==> config.mk <==
export PLATFORM = sky130hd
export DESIGN_NAME = dsf_slave_flat
export DESIGN_NICKNAME = d
export VERILOG_FILES = /design/src/common/dsf_pkg.sv /design/src/common/dsf_link_if.sv /design/src/verilog/dsf_slave.sv /design/src/flat_wrapper.sv
export SDC_FILE = /design/constraint.sdc
export NUM_CORES = 1
export LEC_CHECK = 0
export ABC_CLOCK_PERIOD_IN_PS = 8600
export BUFFER_PORTS_ARGS = -buffer_cell sky130_fd_sc_hd__buf_2
export CAP_MARGIN = 10
export CORE_MARGIN = 1.5
export CORE_UTILIZATION = 57
export CTS_BUF_LIST = sky130_fd_sc_hd__clkbuf_4 sky130_fd_sc_hd__clkbuf_8
export DETAILED_ROUTE_END_ITERATION = 10
export PLACE_DENSITY_LB_ADDON = 0.3
export SETUP_SLACK_MARGIN = 0.2
export SYNTH_ARGS = -nofsm -noshare
export SYNTH_HDL_FRONTEND = slang
export SYNTH_SLANG_ARGS = --single-unit
==> constraint.sdc <==
create_clock -name mclk_i -period 8.6 [get_ports mclk_i]
set_clock_uncertainty 0.1 [all_clocks]
set_input_delay 2.58 -clock mclk_i [delete_from_list [all_inputs] [get_ports mclk_i]]
set_output_delay 2.58 -clock mclk_i [all_outputs]
set_load 0.01 [all_outputs]
==> src/common/dsf_pkg.sv <==
// Shared constants and types for the diagnostic formatter ends
package dsf_pkg;

	// User-specific diagnostic area
	localparam int          AREA_MAX    = 32;
	localparam int          PTR_W       = 6;
	localparam logic [5:0]  AREA_END    = 6'h20;
	localparam logic [5:0]  STD_LEN     = 6'h06;
	localparam logic [5:0]  CHAN_LEN    = 6'h03;
	localparam logic [5:0]  PTR_ONE     = 6'h01;

	// Block header layout
	localparam int          HDR_TYPE_LO = 6;
	localparam int          HDR_LEN_W   = 6;
	localparam int          CHAN_ID_W   = 5;
	localparam logic [1:0]  BT_DEVICE   = 2'h0;
	localparam logic [1:0]  BT_IDENT    = 2'h1;
	localparam logic [1:0]  BT_CHANNEL  = 2'h2;
	localparam logic [7:0]  MIN_BLOCK   = 8'h01;

	// Standard part field positions
	localparam int          ST0_EXT_BIT  = 3;
	localparam int          ST1_STAT_BIT = 1;
	localparam int          ST2_OVF_BIT  = 7;
	localparam logic [7:0]  DX_ACK       = 8'h00;
	// Identification bytes: arbitrary values
	localparam logic [7:0]  IDENT_HI     = 8'h5a;
	localparam logic [7:0]  IDENT_LO     = 8'ha5;
	localparam logic [6:0]  ASSIGNED_MST = 7'h01;

	// Request kinds
	localparam logic        RQ_DX        = 1'b0;
	localparam logic        RQ_DIAG      = 1'b1;

	typedef enum logic {
		S_IDLE = 1'b0,
		S_SEND = 1'b1
	} dsf_sstate_t;

	typedef enum logic {
		M_IDLE = 1'b0,
		M_WAIT = 1'b1
	} dsf_mstate_t;

endpackage : dsf_pkg

==> src/common/dsf_link_if.sv <==
// Link between the polling master end and the diagnosing slave end
`timescale 1ns/10ps
interface dsf_link_if;
	logic       req_valid;
	logic       req_kind;
	logic [6:0] req_master_addr;
	logic       rsp_valid;
	logic [7:0] rsp_byte;
	logic       rsp_last;
	logic       rsp_hi_prio;

	modport slave  (input req_valid, req_kind, req_master_addr,
	                output rsp_valid, rsp_byte, rsp_last, rsp_hi_prio);
	modport master (output req_valid, req_kind, req_master_addr,
	                input rsp_valid, rsp_byte, rsp_last, rsp_hi_prio);
endinterface : dsf_link_if

==> src/verilog/dsf_slave.sv <==
// Slave end: diagnostic area builder and response framer
//
// Contract
// - Pending diagnostics flag data exchange reply high.
// - Master asks diagnostics right after high priority.
// - Any master gets six standard bytes plus area.
// - Static flag keeps exchange state; master polls diagnostics.
// - Present flag set means at least one entry.
// - Flag clear means user bytes are status.
// - Header: type in bits 7-6, length below.
// - Device block type 00, free payload.
// - Identifier block type 01, bit field follows.
// - Channel entry three bytes with id header.
// - Error type codes passed through unchanged.
// - Overflow flag when data exceeds the area.
// - Application publishes only on error change.
`timescale 1ns/10ps
module dsf_slave
	import dsf_pkg::*;
(
	input  wire logic              mclk_i,
	input  wire logic              rst_i,
	dsf_link_if.slave              link,
	input  wire logic              stat_diag_i,
	input  wire logic              user_diag_present_flag_i,
	input  wire logic              ub_clear_i,
	input  wire logic              ub_start_i,
	input  wire logic [1:0]        ub_type_i,
	input  wire logic [4:0]        ub_id_i,
	input  wire logic              ub_byte_valid_i,
	input  wire logic [7:0]        ub_byte_i,
	input  wire logic              ub_end_i,
	input  wire logic              ub_publish_i,
	output logic                   diag_pending_o,
	output logic                   diag_area_overflow_flag_o,
	output logic [PTR_W-1:0]       user_len_o,
	output logic                   busy_o
);

	function automatic logic [7:0] make_hdr(input logic [1:0] typ, input logic [4:0] id,
	                                         input logic [PTR_W-1:0] len);
		logic [7:0] h;
		h = {typ, len};
		if (typ == BT_CHANNEL)
			h = {BT_CHANNEL, 1'b0, id};
		return h;
	endfunction : make_hdr

	logic [7:0]        area_q [AREA_MAX];
	logic [PTR_W-1:0]  commit_q;
	logic [PTR_W-1:0]  hdr_pos_q;
	logic [PTR_W-1:0]  wptr_q;
	logic              bld_q;
	logic              bld_ovf_q;
	logic [1:0]        bld_type_q;
	logic [4:0]        bld_id_q;
	logic              ovf_q;
	logic              pend_q;
	dsf_sstate_t       state_q;
	logic              kind_q;
	logic [PTR_W-1:0]  idx_q;
	logic [PTR_W-1:0]  len_q;
	logic              rsp_valid_q;
	logic [7:0]        rsp_byte_q;
	logic              rsp_last_q;
	logic              rsp_hi_q;

	logic [PTR_W-1:0]  blk_len;
	logic              len_ok;
	logic              close_ok;
	logic              close_drop;
	logic              force_min;
	logic [PTR_W-1:0]  ulen;
	logic              accept;
	logic [7:0]        next_byte;
	logic [PTR_W-1:0]  area_idx;

	assign blk_len    = wptr_q - hdr_pos_q;
	assign len_ok     = (bld_type_q != BT_CHANNEL) || (blk_len == CHAN_LEN);
	assign close_ok   = ub_end_i && bld_q && !bld_ovf_q && len_ok;
	assign close_drop = ub_end_i && bld_q && bld_ovf_q;
	assign force_min  = user_diag_present_flag_i && (commit_q == '0);
	assign ulen       = force_min ? PTR_ONE : commit_q;
	assign accept     = link.req_valid && (state_q == S_IDLE);
	assign area_idx   = idx_q - STD_LEN;

	// Byte at the current index of a diagnostic reply
	always_comb
	begin
		next_byte = 8'h00;
		unique case (idx_q)
			6'h00: next_byte[ST0_EXT_BIT] = user_diag_present_flag_i;
			6'h01: next_byte[ST1_STAT_BIT] = stat_diag_i;
			6'h02: next_byte[ST2_OVF_BIT] = ovf_q;
			6'h03: next_byte = {1'b0, ASSIGNED_MST};
			6'h04: next_byte = IDENT_HI;
			6'h05: next_byte = IDENT_LO;
			default:
				next_byte = force_min ? MIN_BLOCK : area_q[area_idx[4:0]];
		endcase
	end

	// Area storage; payload bytes kept verbatim
	always_ff @(posedge mclk_i)
	begin
		if (ub_byte_valid_i && bld_q && !ub_end_i && (wptr_q != AREA_END))
			area_q[wptr_q[4:0]] <= ub_byte_i;
		else if (close_ok)
			area_q[hdr_pos_q[4:0]] <= make_hdr(bld_type_q, bld_id_q, blk_len);
	end

	// Block under construction
	always_ff @(posedge mclk_i or posedge rst_i)
	begin
		if (rst_i)
		begin
			bld_q      <= 1'b0;
			bld_ovf_q  <= 1'b0;
			bld_type_q <= BT_DEVICE;
			bld_id_q   <= '0;
			hdr_pos_q  <= '0;
			wptr_q     <= '0;
		end
		else if (ub_clear_i || ub_end_i)
			bld_q <= 1'b0;
		else if (ub_start_i)
		begin
			bld_q      <= 1'b1;
			bld_type_q <= ub_type_i;
			bld_id_q   <= ub_id_i;
			hdr_pos_q  <= commit_q;
			bld_ovf_q  <= (commit_q == AREA_END);
			wptr_q     <= (commit_q == AREA_END) ? commit_q : commit_q + PTR_ONE;
		end
		else if (ub_byte_valid_i && bld_q)
		begin
			if (wptr_q == AREA_END)
				bld_ovf_q <= 1'b1;
			else
				wptr_q <= wptr_q + PTR_ONE;
		end
	end

	// Committed length grows only by whole blocks
	always_ff @(posedge mclk_i or posedge rst_i)
	begin
		if (rst_i)
			commit_q <= '0;
		else if (ub_clear_i)
			commit_q <= '0;
		else if (close_ok)
			commit_q <= wptr_q;
	end

	// Overflow flag, set wins over clear
	always_ff @(posedge mclk_i or posedge rst_i)
	begin
		if (rst_i)
			ovf_q <= 1'b0;
		else if (close_drop)
			ovf_q <= 1'b1;
		else if (ub_clear_i)
			ovf_q <= 1'b0;
	end

	// New diagnostics pending until a diagnostic reply completes
	always_ff @(posedge mclk_i or posedge rst_i)
	begin
		if (rst_i)
			pend_q <= 1'b0;
		else if (ub_publish_i)
			pend_q <= 1'b1;
		else if (state_q == S_SEND && rsp_last_q && kind_q == RQ_DIAG)
			pend_q <= 1'b0;
	end

	// Reply framer
	always_ff @(posedge mclk_i or posedge rst_i)
	begin
		if (rst_i)
		begin
			state_q     <= S_IDLE;
			kind_q      <= RQ_DX;
			idx_q       <= '0;
			len_q       <= '0;
			rsp_valid_q <= 1'b0;
			rsp_byte_q  <= 8'h00;
			rsp_last_q  <= 1'b0;
			rsp_hi_q    <= 1'b0;
		end
		else
		begin
			unique case (state_q)
				S_IDLE:
				begin
					idx_q <= '0;
					if (accept)
					begin
						state_q     <= S_SEND;
						kind_q      <= link.req_kind;
						rsp_valid_q <= 1'b1;
						if (link.req_kind == RQ_DIAG)
						begin
							len_q      <= STD_LEN + ulen;
							rsp_byte_q <= next_byte;
							rsp_last_q <= 1'b0;
							rsp_hi_q   <= 1'b0;
							idx_q      <= PTR_ONE;
						end
						else
						begin
							len_q      <= PTR_ONE;
							rsp_byte_q <= DX_ACK;
							rsp_last_q <= 1'b1;
							rsp_hi_q   <= pend_q;
						end
					end
				end
				S_SEND:
				begin
					if (rsp_last_q)
					begin
						state_q     <= S_IDLE;
						rsp_valid_q <= 1'b0;
						rsp_last_q  <= 1'b0;
						rsp_hi_q    <= 1'b0;
					end
					else
					begin
						rsp_byte_q <= next_byte;
						rsp_last_q <= (idx_q == len_q - PTR_ONE);
						idx_q      <= idx_q + PTR_ONE;
					end
				end
			endcase
		end
	end

	assign link.rsp_valid         = rsp_valid_q;
	assign link.rsp_byte          = rsp_byte_q;
	assign link.rsp_last          = rsp_last_q;
	assign link.rsp_hi_prio       = rsp_hi_q;
	assign diag_pending_o         = pend_q;
	assign diag_area_overflow_flag_o = ovf_q;
	assign user_len_o             = commit_q;
	assign busy_o                 = (state_q == S_SEND);

endmodule : dsf_slave

==> src/flat_wrapper.sv <==
// flat-port wrapper written by rule: the top's interface ports become plain ports
module dsf_slave_flat import dsf_pkg::*;
  (mclk_i, rst_i, stat_diag_i, user_diag_present_flag_i, ub_clear_i, ub_start_i, ub_type_i, ub_id_i, ub_byte_valid_i, ub_byte_i, ub_end_i, ub_publish_i, diag_pending_o, diag_area_overflow_flag_o, user_len_o, busy_o, link_req_valid, link_req_kind, link_req_master_addr, link_rsp_valid, link_rsp_byte, link_rsp_last, link_rsp_hi_prio);
  dsf_link_if link_i ();
  input  wire logic mclk_i;
  input  wire logic rst_i;
  input  wire logic stat_diag_i;
  input  wire logic user_diag_present_flag_i;
  input  wire logic ub_clear_i;
  input  wire logic ub_start_i;
  input  wire logic [1:0] ub_type_i;
  input  wire logic [4:0] ub_id_i;
  input  wire logic ub_byte_valid_i;
  input  wire logic [7:0] ub_byte_i;
  input  wire logic ub_end_i;
  input  wire logic ub_publish_i;
  output logic diag_pending_o;
  output logic diag_area_overflow_flag_o;
  output logic [PTR_W-1:0] user_len_o;
  output logic busy_o;
  input wire logic [$bits(link_i.req_valid)-1:0] link_req_valid;
  input wire logic [$bits(link_i.req_kind)-1:0] link_req_kind;
  input wire logic [$bits(link_i.req_master_addr)-1:0] link_req_master_addr;
  output wire logic [$bits(link_i.rsp_valid)-1:0] link_rsp_valid;
  output wire logic [$bits(link_i.rsp_byte)-1:0] link_rsp_byte;
  output wire logic [$bits(link_i.rsp_last)-1:0] link_rsp_last;
  output wire logic [$bits(link_i.rsp_hi_prio)-1:0] link_rsp_hi_prio;
  assign link_i.req_valid = link_req_valid;
  assign link_i.req_kind = link_req_kind;
  assign link_i.req_master_addr = link_req_master_addr;
  assign link_rsp_valid = link_i.rsp_valid;
  assign link_rsp_byte = link_i.rsp_byte;
  assign link_rsp_last = link_i.rsp_last;
  assign link_rsp_hi_prio = link_i.rsp_hi_prio;
  dsf_slave u_core (.mclk_i(mclk_i), .rst_i(rst_i), .link(link_i), .stat_diag_i(stat_diag_i), .user_diag_present_flag_i(user_diag_present_flag_i), .ub_clear_i(ub_clear_i), .ub_start_i(ub_start_i), .ub_type_i(ub_type_i), .ub_id_i(ub_id_i), .ub_byte_valid_i(ub_byte_valid_i), .ub_byte_i(ub_byte_i), .ub_end_i(ub_end_i), .ub_publish_i(ub_publish_i), .diag_pending_o(diag_pending_o), .diag_area_overflow_flag_o(diag_area_overflow_flag_o), .user_len_o(user_len_o), .busy_o(busy_o));
endmodule
; Word level (Yosys, flattened, before mapping)
; Memories as Yosys holds them, arrays and structs flattened.
; Index checks and enable logic that the tools add are counted.
[totals]
regBits = 54
latchBits = 0
ram_bits = 256
rom_bits = 0
in_bits = 33
out_inout_bits = 20
wordCells = 136
mem_count = 1
[op_classes]
addsub = 7
multipliers = 0
div = 0
n_lt_le_gt_ge = 0
eq_ne = 16
shift = 0
n_mux = 56
n_bitwise = 2
n_reduce_logical = 37
[memory_table]
columns = memory, words, word_bits, rd, rd_ports_with_merged_regs, write_ports, line_no
row1 = u_core.area_q, 32, 8, 1, 0, 1, dsf_slave.sv:49  ; logic [7:0] area_q [AREA_MAX];
[op_table]
columns = cell, n
row1 = 2-to-1 mux 8 bit, 8
row2 = 2-to-1 mux 6 bit, 10
row3 = 2-to-1 mux 1 bit, 25
row4 = OR reduction 4 bit, 5
row5 = adder 6 x 1 -> 6 bit (second input constant), 3
row6 = == test 6 x 2 -> 1 bit (second input constant), 3
row7 = one-hot mux 8 bit (2 select lines), 1
row8 = == test 6 x 3 -> 1 bit (second input constant), 2
row9 = == test 6 bit (second input constant), 2
row10 = logical NOT 6 bit, 2
row11 = one-hot mux 1 bit (2 select lines), 6
row12 = one-hot mux 6 bit (2 select lines), 1
row13 = nonzero test 2 bit, 6
row14 = logical AND 1 bit, 11
row15 = one-hot mux 1 bit (3 select lines), 3
row16 = one-hot mux 3 bit (3 select lines), 1
row17 = inequality test 2 bit (second input constant), 4
row18 = AND reduction 2 bit, 4
row19 = OR reduction 8 bit, 1
row20 = adder 3 x 6 -> 6 bit (first input constant), 1
row21 = == test 6 x 1 -> 1 bit (second input constant), 1
row22 = == test 6 bit, 1
row23 = inequality test 6 bit (second input constant), 1
row24 = AND reduction 3 bit, 2
row25 = 11 further kinds, 14

; Longest topological paths before layout
; Gate-level depths: netlist of the first run.
[depth]
depth_word = 9
depth_mapped = 10
depth_no_buf = 9

; Worst setup path after synthesis of the first run
; Ideal clock, no wire load.
[synth_path]
kind = in2reg
startpoint = in ub_end_i
endpoint = mem u_core.area_q[0][5] (data pin)
t_arrival_ns = 4.668
t_required_ns = 8.046
path_slack_ns = 3.378
stages = 5
path_cell_list = nand2_1 nor2_1 clkbuf_1 nand2_2 o21ai_0
[synth_between]
elab_chain_len = 8
word_cells_on_any_way = 11
[synth_rtl]
columns = element, line_no
row1 = start: declaration, flat_wrapper.sv:15  ; input wire logic ub_end_i;
row2 = logical AND 1 bit (3 in a row), dsf_slave.sv:80  ; assign close_ok = ub_end_i && bld_q && !bld_ovf_q && len_ok;
row3 = 2-to-1 mux 1 bit, dsf_slave.sv:108  ; else if (close_ok)
row4 = 2-to-1 mux 1 bit (*), dsf_slave.sv:106  ; if (ub_byte_valid_i && bld_q && !ub_end_i && (wptr_q != AREA_END))
row5 = 2-to-1 mux 1 bit (not written as such) (*), dsf_slave.sv:109  ; area_q[hdr_pos_q[4:0]] <= make_hdr(bld_type_q, bld_id_q, blk_len);
row6 = OR reduction 8 bit (no source line) (*), -
row7 = 2-to-1 mux 8 bit (no source line) (*), -
row8 = end: declaration, dsf_slave.sv:49
; Mark *: on every way between the ends. The rest lies on a longest branch, timed or not.

; Worst setup path after layout of the first run
[layout_path]
startpoint = in ub_end_i
endpoint = mem u_core.area_q[1][1], enable pin
[layout_between]
elab_chain_len = 8
word_cells_on_any_way = 14
[layout_rtl]
columns = element, line_no
row1 = logical AND 1 bit (3 in a row), dsf_slave.sv:80
row2 = 2-to-1 mux 1 bit, dsf_slave.sv:108
row3 = 2-to-1 mux 1 bit, dsf_slave.sv:106
row4 = 2-to-1 mux 1 bit (not written as such), dsf_slave.sv:109
row5 = OR reduction 8 bit (no source line), -
row6 = 2-to-1 mux 5 bit (no source line) / 2-to-1 mux 1 bit (equally long branches), -
; Several ways; a longest one is shown, not always the timed one.

==> qor.csv, run 1 <==
stage,metric,value,unit
drt,drt pass-1 iters,5,
floorplanning,# IOs,53,
yosys,syn_nets,872,
worst_setup_path,Worst Path Arrival,5.03,ns
final_layout,Layout Area Growth over Synthesis,12.4,%
floorplanning,Die ar.,24800,um2
yosys,sequential area share after synthesis,66.5,%
timing,Setup TNS,0,ns
cts,post-CTS sizing,0,
worst_setup_path,Crit path depth,9,
cts,clock buffer depth,3,
floorplanning,Initial Utilization,57.9,%
status,status,completed,
worst_setup_path,"critical path fanouts, max",24,
worst_setup_path,"Critical Path, Cell by Cell",buf_2 -> nand2_1 -> nor2_1 -> buf_4 -> and3_1 -> a21oi_1 -> o211a_1 -> a211oi_1 -> buf_2,
yosys,Simple-Gate Fraction of Synth Area,5.02,%
yosys,"EDFF count, synth",256,
floorplanning,Rows,56,
yosys,Mapped Avg Cell Area,16.5,um2
yosys,Gate Count Post-Synth,822,
worst_setup_path,critical path type,input port to flop,
final_layout,FF+latch area,9040,um2
global_route,antenna violations before repair,1,
placement,DPL Wire Length,19200,um
worst_setup_path,Worst path max stage delay,0.93,ns
yosys,xor and xnor area share after synthesis,1.86,%
yosys,combinational family with the most area after synthesis,multiplexers,
timing,Slew Limit Headroom,29.8,%
worst_setup_path,Worst Path Buf+Inv,3,
timing,FMAX,0.206,GHz
worst_setup_path,CP max stage cell,a211oi_1,
min_path,Hold Path Class,flop to flop,
global_route,vias in the first global route,7991,
drt,DR vias,7952,
yosys,Yosys reg bits,310,
placement,I/O Buffers,45,
global_route,"Remaining Overflow, GRT",0,
worst_setup_path,CP required,8.77,ns
yosys,cell area after synthesis,13600,um2
drt,DRC viols,0,
cts,TritonCTS clock tree,built,
global_route,most used routing layer,met2,
global_route,met3 GRT Util,4.49,%
cts,worst skew pair latency,0.57,ns
yosys,ys flop type,edfxtp_1,
timing,Final setup viols,0,
timing,actual slew at the worst max-slew pin,1.05,ns
floorplanning,Chip Width,157,um
final_layout,Fill cells,1620,
yosys,Synth async-reset ratio,17.4,%
min_path,Hold Path Stages,2,
drt,DR iter-0 viols,791,
power_and_ir_drop,Worst IR Drop VDD,231,uV
final_layout,multi-input logic area,4300,um2
worst_setup_path,CP top delay family,compound AO/OA/AOI/OAI gates,
final_layout,n_diodes,0,
yosys,multiplexer area fraction after synthesis,15.4,%
final_layout,layout cell share with drive strength beyond 1,29.5,%
timing,final hold vios,0,
global_route,GRT met1 Usage,34.1,%
drt,total wire length,29500,um
cts,root buffer cell,clkbuf_8,
global_route,first-pass GRT wire length,46200,um
worst_setup_path,Crit path top cell by count,buf_2,
worst_setup_path,Worst setup SP type,input port,
yosys,compound-gate portion of the synthesized area,7.38,%
power_and_ir_drop,Pwr Density,281,nW/um2
cts,H-tree levels,2,
cts,Post CTS Setup Buffer Count,0,
drt,wire per inst,23.3,um
job,maxcap violations,0,
drt,number of vias per cell,6.28,
drt,Antenna Nets Post-Route,0,
floorplanning,Core Region,23500,um2
global_route,grt met2 use,42.5,%
cts,clk sink count,310,
yosys,Synth Area in Adders,1.62,%
final_layout,Final Core Density,65.1,%
timing,Slew Limit Fails,0,
final_layout,NumNets Final,959,
worst_setup_path,FF-to-FF path depth,10,
cts,CTS Buf Count,48,
timing,RSZ-0062 raised after global routing,false,
floorplanning,height of the die,157,um
cts,hold-fix buffers at CTS,0,
global_route,GRT Overall Usage,25.4,%
yosys,Ys Warns,0,
global_route,largest net degree at the start of global routing,55,
power_and_ir_drop,Leak,5.17,nW
cts,Clock transition at path regs,0.06,ns
yosys,count of unique library cells instantiated by Yosys,62,
timing,fin crit period,4.86,ns
timing,Final Cycle Share,56.5,%
worst_setup_path,Worst Setup End Kind,flop,
placement,Final Wtd Congestion,0.824,
## path summary, 6_finish.rpt
kind / slack, ns / startpoint / end
setup / recovery: 3.74 / ub_end_i / u_core.area_q[1][1]
hold / removal: 0.39 / u_core.kind_q / u_core.kind_q
setup reg to reg: 4.17 / u_core.wptr_q[0] / u_core.area_q[23][3]
hold reg to reg: 0.39 / u_core.kind_q / u_core.kind_q
max in group asynchronous: 5.96 / rst_i / u_core.idx_q[0]
min in group asynchronous: 1.89 / rst_i / u_core.wptr_q[4]
## power by group
group	total (W)	internal, W	switching, W	leakage [nW]
Clock	0.00119	0.000626	0.000564	0.495
Sequential	0.00179	0.00169	0.0000971	3.00
Combinational	0.00131	0.000612	0.000696	1.68
Total	0.00429	0.00293	0.00136	5.17
## kinds of logic after synthesis
kind of cell,count (synthesis)
flops,310
compound gates,153
simple gates,139
mux,106
buf+inv,69
xor+xnor,28
fa+ha+maj,17
## worst min-delay path: stages (launching register included)
cell	delay [ns]
dfrtp_1	0.35
nand2_1	0.05
nand2_1	0.06
## metal layers
| layer | part of all wire (%) | wire, um |
|---|---|---|
| met5 | 0.044 | 13 |
| met4 | 2.4 | 700 |
| met3 | 7.1 | 2090 |
| met2 | 50 | 14900 |
| met1 | 40 | 11900 |
## synth_stat cells (4+ instances only)
cell type / number / area, um2
buf_2: 9 / 45.0
o21ai_0: 51 / 255
nor3_1: 9 / 45.0
nand2b_1: 5 / 31.3
nor2_1: 30 / 113
nand2_1: 41 / 154
a211oi_1: 34 / 255
nand4_1: 10 / 62.6
and2_1: 4 / 25.0
a22oi_1: 4 / 30.0
buf_1: 4 / 15.0
o211ai_1: 8 / 60.1
inv_1: 23 / 86.3
mux2_2: 17 / 191
clkbuf_1: 26 / 97.6
dfrtp_1: 54 / 1350
nand3_1: 16 / 80.1
mux2i_1: 8 / 80.1
xnor2_1: 17 / 149
ha_1: 16 / 200
mux4_2: 80 / 1800
edfxtp_1: 256 / 7690
a21oi_1: 24 / 120
xor2_1: 10 / 87.6
nor2b_1: 7 / 43.8
## layout by cell type, fill, tap and decap left out, types with 3 or more instances in the layout
cell and n:
edfxtp_1 256, mux4_2 80, dfrtp_1 52, o21ai_0 50, clkbuf_8 50, buf_2 48
nand2_1 41, buf_4 33, nor2_1 30, a211oi_1 28, a21oi_1 24, inv_1 22
xnor2_1 17, mux2_2 17, nand3_1 16, ha_1 16, clkinv_1 13, clkbuf_4 12
nand4_1 10, xor2_1 9, clkinv_2 9, nor3_1 8, mux2i_1 8, o211ai_1 8
nor2b_1 7, a211oi_2 6, nand2b_1 5, and2_1 4, a22oi_1 4, or3_1 3
a41oi_1 3, or2_2 3, a211o_1 3, a31oi_1 3
## sequential cells by signal, summed over array words and instances, names as in the netlist, 2 cells and up
name / flops
u_core.area_q: 256
u_core.bld_id_q: 5
u_core.bld_type_q: 2
u_core.hdr_pos_q: 6
u_core.idx_q: 6
u_core.len_q: 6
u_core.link.rsp_byte: 8
u_core.user_len_o: 6
u_core.wptr_q: 6
## metrics by stage
stage	area (um2)	setup slack, ns	std cells	power (W)	hold WS (ns)
final	15300	3.74	1266	0.00429	0.391
after global routing	15300	3.56	1266	0.00447	0.419
after CTS	15200	3.83	1263	0.00431	0.391
after detailed placement	14300	3.22	1175	0.00314	0.377
after global placement	14300	3.14	1173	0.00309	0.364
after floorplan	13600	3.38	822	0.00276	0.348
## layout make-up
type / count / area share, %
Timing Repair Buffer: 83 / 3.40
Clock inverter: 26 / 0.991
Tap cell: 319 / 2.61
Sequential cell: 310 / 59.2
Multi-Input combinational cell: 443 / 28.2
Inverter: 23 / 0.565
Clock buffer: 62 / 5.09
(Power assumes the default switching activity.)
==> inputs of run 2 (changes only) <==
--- a/config.mk
+++ b/config.mk
@@ -5,7 +5,7 @@
 export SDC_FILE = /design/constraint.sdc
 export NUM_CORES = 1
 export LEC_CHECK = 0
-export ABC_CLOCK_PERIOD_IN_PS = 8600
+export ABC_CLOCK_PERIOD_IN_PS = 5010
 export BUFFER_PORTS_ARGS = -buffer_cell sky130_fd_sc_hd__buf_2
 export CAP_MARGIN = 10
 export CORE_MARGIN = 1.5
==> constraint.sdc (replaced) <==
create_clock -name mclk_i -period 5.01 [get_ports mclk_i]
set_clock_uncertainty 0.1 [all_clocks]
set_input_delay 1.503 -clock mclk_i [delete_from_list [all_inputs] [get_ports mclk_i]]
set_output_delay 1.503 -clock mclk_i [all_outputs]
set_load 0.01 [all_outputs]
==> qor.csv, run 2 (synthesized netlist as in run 1, its figures left out) <==
stage,metric,value,unit,change
final_layout,max FFs per register,256,,unchanged
placement,I/O Buffers,45,,unchanged
power_and_ir_drop,combinational share of power,30.1,%,was 30.5%
worst_setup_path,critical path type,flop to flop,,was input port to flop
floorplanning,Initial Utilization,57.9,%,unchanged
timing,actual slew at the worst max-slew pin,1.22,ns,was 1.05 ns
floorplanning,Rows,56,,unchanged
job,maxcap violations,0,,unchanged
power_and_ir_drop,Worst IR Drop VDD,343,uV,was 231 uV
final_layout,"commonest non-fill, non-tap cell in the layout",edfxtp_1,,unchanged
final_layout,Layout Area Growth over Synthesis,12.4,%,about the same
floorplanning,Chip Width,157,um,unchanged
placement,Final Wtd Congestion,0.932,,was 0.824
worst_setup_path,"critical path fanouts, max",16,,was 24
placement,post-place setup slack,0.886,ns,was 3.22 ns
timing,Setup TNS,0,ns,unchanged
cts,Post CTS Setup Buffer Count,0,,unchanged
global_route,antenna violations before repair,0,,was 1
drt,total wire length,28900,um,was 29500 um
final_layout,layout cell share with drive strength beyond 1,29.5,%,about the same
timing,Slew Limit Headroom,18.4,%,was 29.8%
floorplanning,# IOs,53,,unchanged
cts,TritonCTS clock tree,built,,unchanged
drt,DR iter-0 viols,747,,was 791
worst_setup_path,CP required,5.22,ns,was 8.77 ns
final_layout,NumNets Final,965,,was 959
final_layout,n_diodes,0,,unchanged
power_and_ir_drop,Clk pwr share,27.6,%,was 27.8%
cts,post-CTS sizing,0,,unchanged
timing,FMAX,0.248,GHz,
power_and_ir_drop,Switching Fraction,31.3,%,was 31.6%
cts,H-tree levels,2,,unchanged
floorplanning,height of the die,157,um,unchanged
drt,Antenna Nets Post-Route,0,,unchanged
placement,Placed Area,14300,um2,about the same
global_route,GRT Overall Usage,25.1,%,was 25.4%
floorplanning,Die ar.,24800,um2,unchanged
timing,Final Hold Slack,0.386,ns,was 0.391 ns
final_layout,final instance area,15300,um2,about the same
timing,Final Cycle Share,80.4,%,
drt,DRC viols,0,,unchanged
global_route,vias in the first global route,8039,,was 7991
cts,CTS Buf Count,48,,unchanged
drt,number of vias per cell,6.18,,was 6.28
global_route,largest net degree at the start of global routing,55,,unchanged
floorplanning,Core Region,23500,um2,unchanged
cts,hold-fix buffers at CTS,0,,unchanged
cts,worst skew pair latency,0.57,ns,about the same
timing,fin crit period,4.03,ns,
global_route,"Remaining Overflow, GRT",0,,unchanged
global_route,first-pass GRT wire length,45900,um,was 46200 um
placement,DPL Wire Length,19100,um,was 19200 um
drt,drt pass-1 iters,6,,was 5
worst_setup_path,Worst Setup End Kind,flop,,unchanged
cts,Clock transition at path regs,0.07,ns,was 0.06 ns
power_and_ir_drop,sequential fraction of design power,42.3,%,was 41.8%
cts,root buffer cell,clkbuf_8,,unchanged
worst_setup_path,"Critical Path, Cell by Cell",inv_1 -> ha_1 -> fa_1 -> xor2_1 -> nand3_1 -> mux2i_4 -> nand4_1 -> o211ai_1 -> a211oi_1 -> buf_4,,was buf_2 -> nand2_1 -> nor2_1 -> buf_4 -> and3_1 -> a21oi_1 -> o211a_1 -> a211oi_1 -> buf_2
worst_setup_path,Worst path max stage delay,1.00,ns,was 0.93 ns
timing,final hold vios,0,,unchanged
timing,"Worst Setup Slack, final",0.984,ns,was 3.74 ns
timing,RSZ-0062 raised after global routing,false,,unchanged
timing,Final setup viols,0,,unchanged
worst_setup_path,Worst setup SP type,flop,,was input port
worst_setup_path,CP max stage cell,o211ai_1,,was a211oi_1
power_and_ir_drop,Net Switching,0.00229,W,was 0.00136 W
worst_setup_path,Worst Path Arrival,4.23,ns,was 5.03 ns
min_path,Hold Path Class,flop to flop,,unchanged
drt,wire per inst,22.7,um,was 23.3 um
cts,clk sink count,310,,unchanged
power_and_ir_drop,Pwr Density,478,nW/um2,was 281 nW/um2
cts,clock buffer depth,3,,unchanged
power_and_ir_drop,P_int,0.00502,W,was 0.00293 W
status,status,completed,,unchanged
power_and_ir_drop,Leak,5.20,nW,was 5.17 nW
final_layout,most frequent cells in the layout,"256 x edfxtp_1, 80 x mux4_2, 52 x clkbuf_8, 52 x dfrtp_1, 50 x o21ai_0",,"was 256 x edfxtp_1, 80 x mux4_2, 52 x dfrtp_1"
timing,Slew Limit Fails,0,,unchanged
drt,DR vias,7846,,was 7952
==> run 2: worst paths after layout <==
path | startpoint | end | slack, ns | cells after the start
setup / recovery | u_core.wptr_q[0] | u_core.area_q[16][6] | 0.98 | 10
hold / removal | u_core.kind_q | u_core.kind_q | 0.39 | 2
setup reg to reg | u_core.wptr_q[0] | u_core.area_q[16][6] | 0.98 | 10
hold reg to reg | u_core.kind_q | u_core.kind_q | 0.39 | 2
max in group asynchronous | rst_i | u_core.idx_q[0] | 3.46 | 3
min in group asynchronous | rst_i | u_core.wptr_q[3] | 0.79 | 2
==> run 2: layer usage <==
layer  track usage (%)  wire, um  up-vias
met5                 0         0        -
met4              7.77       657        0
met3              4.68      1930       48
met2              42.4     14600      306
met1              33.3     11700     4015
li1                  -         -     3477
==> run 2: power by group through the flow <==
stage	Sequential (W)	Combinational, W	Clock [W]
6_report	0.00310	0.00220	0.00202
4_1_cts	0.00310	0.00222	0.00205
3_3_place_gp	0.00314	0.00216	0
5_1_grt	0.00312	0.00237	0.00216
3_5_place_dp	0.00315	0.00221	0
2_1_floorplan	0.00303	0.00171	0
==> run 2: critical path, delay by kind of cell (launching register included) <==
family | cells | cell delay, ns
XOR/XNOR | 1 | 0.27
AND/OR/NAND/NOR | 2 | 0.32
flip-flops | 1 | 0.51
AO/OA/AOI/OAI | 2 | 1.21
buffers and inverters | 2 | 0.42
multiplexers | 1 | 0.22
adder cells (fa/ha/maj) | 2 | 0.70
==> run 2: final cells by class <==
type,instances,area [um2]
clock inverter,21,105
multi-input combinational,443,4280
tap,319,399
fill,1630,8180
sequential,310,9040
timing repair buffer,89,566
inverter,23,86.3
clock buffer,65,813
==> run 2: stage by stage <==
step                total power (W)  util (%)  std cells
detailed placement          0.00537      61.1       1182
CTS                         0.00737      65.0       1268
global route                0.00765      65.1       1270
global placement            0.00530      61.1       1182
floorplan                   0.00474         -        822
finish                      0.00731      65.1       1270
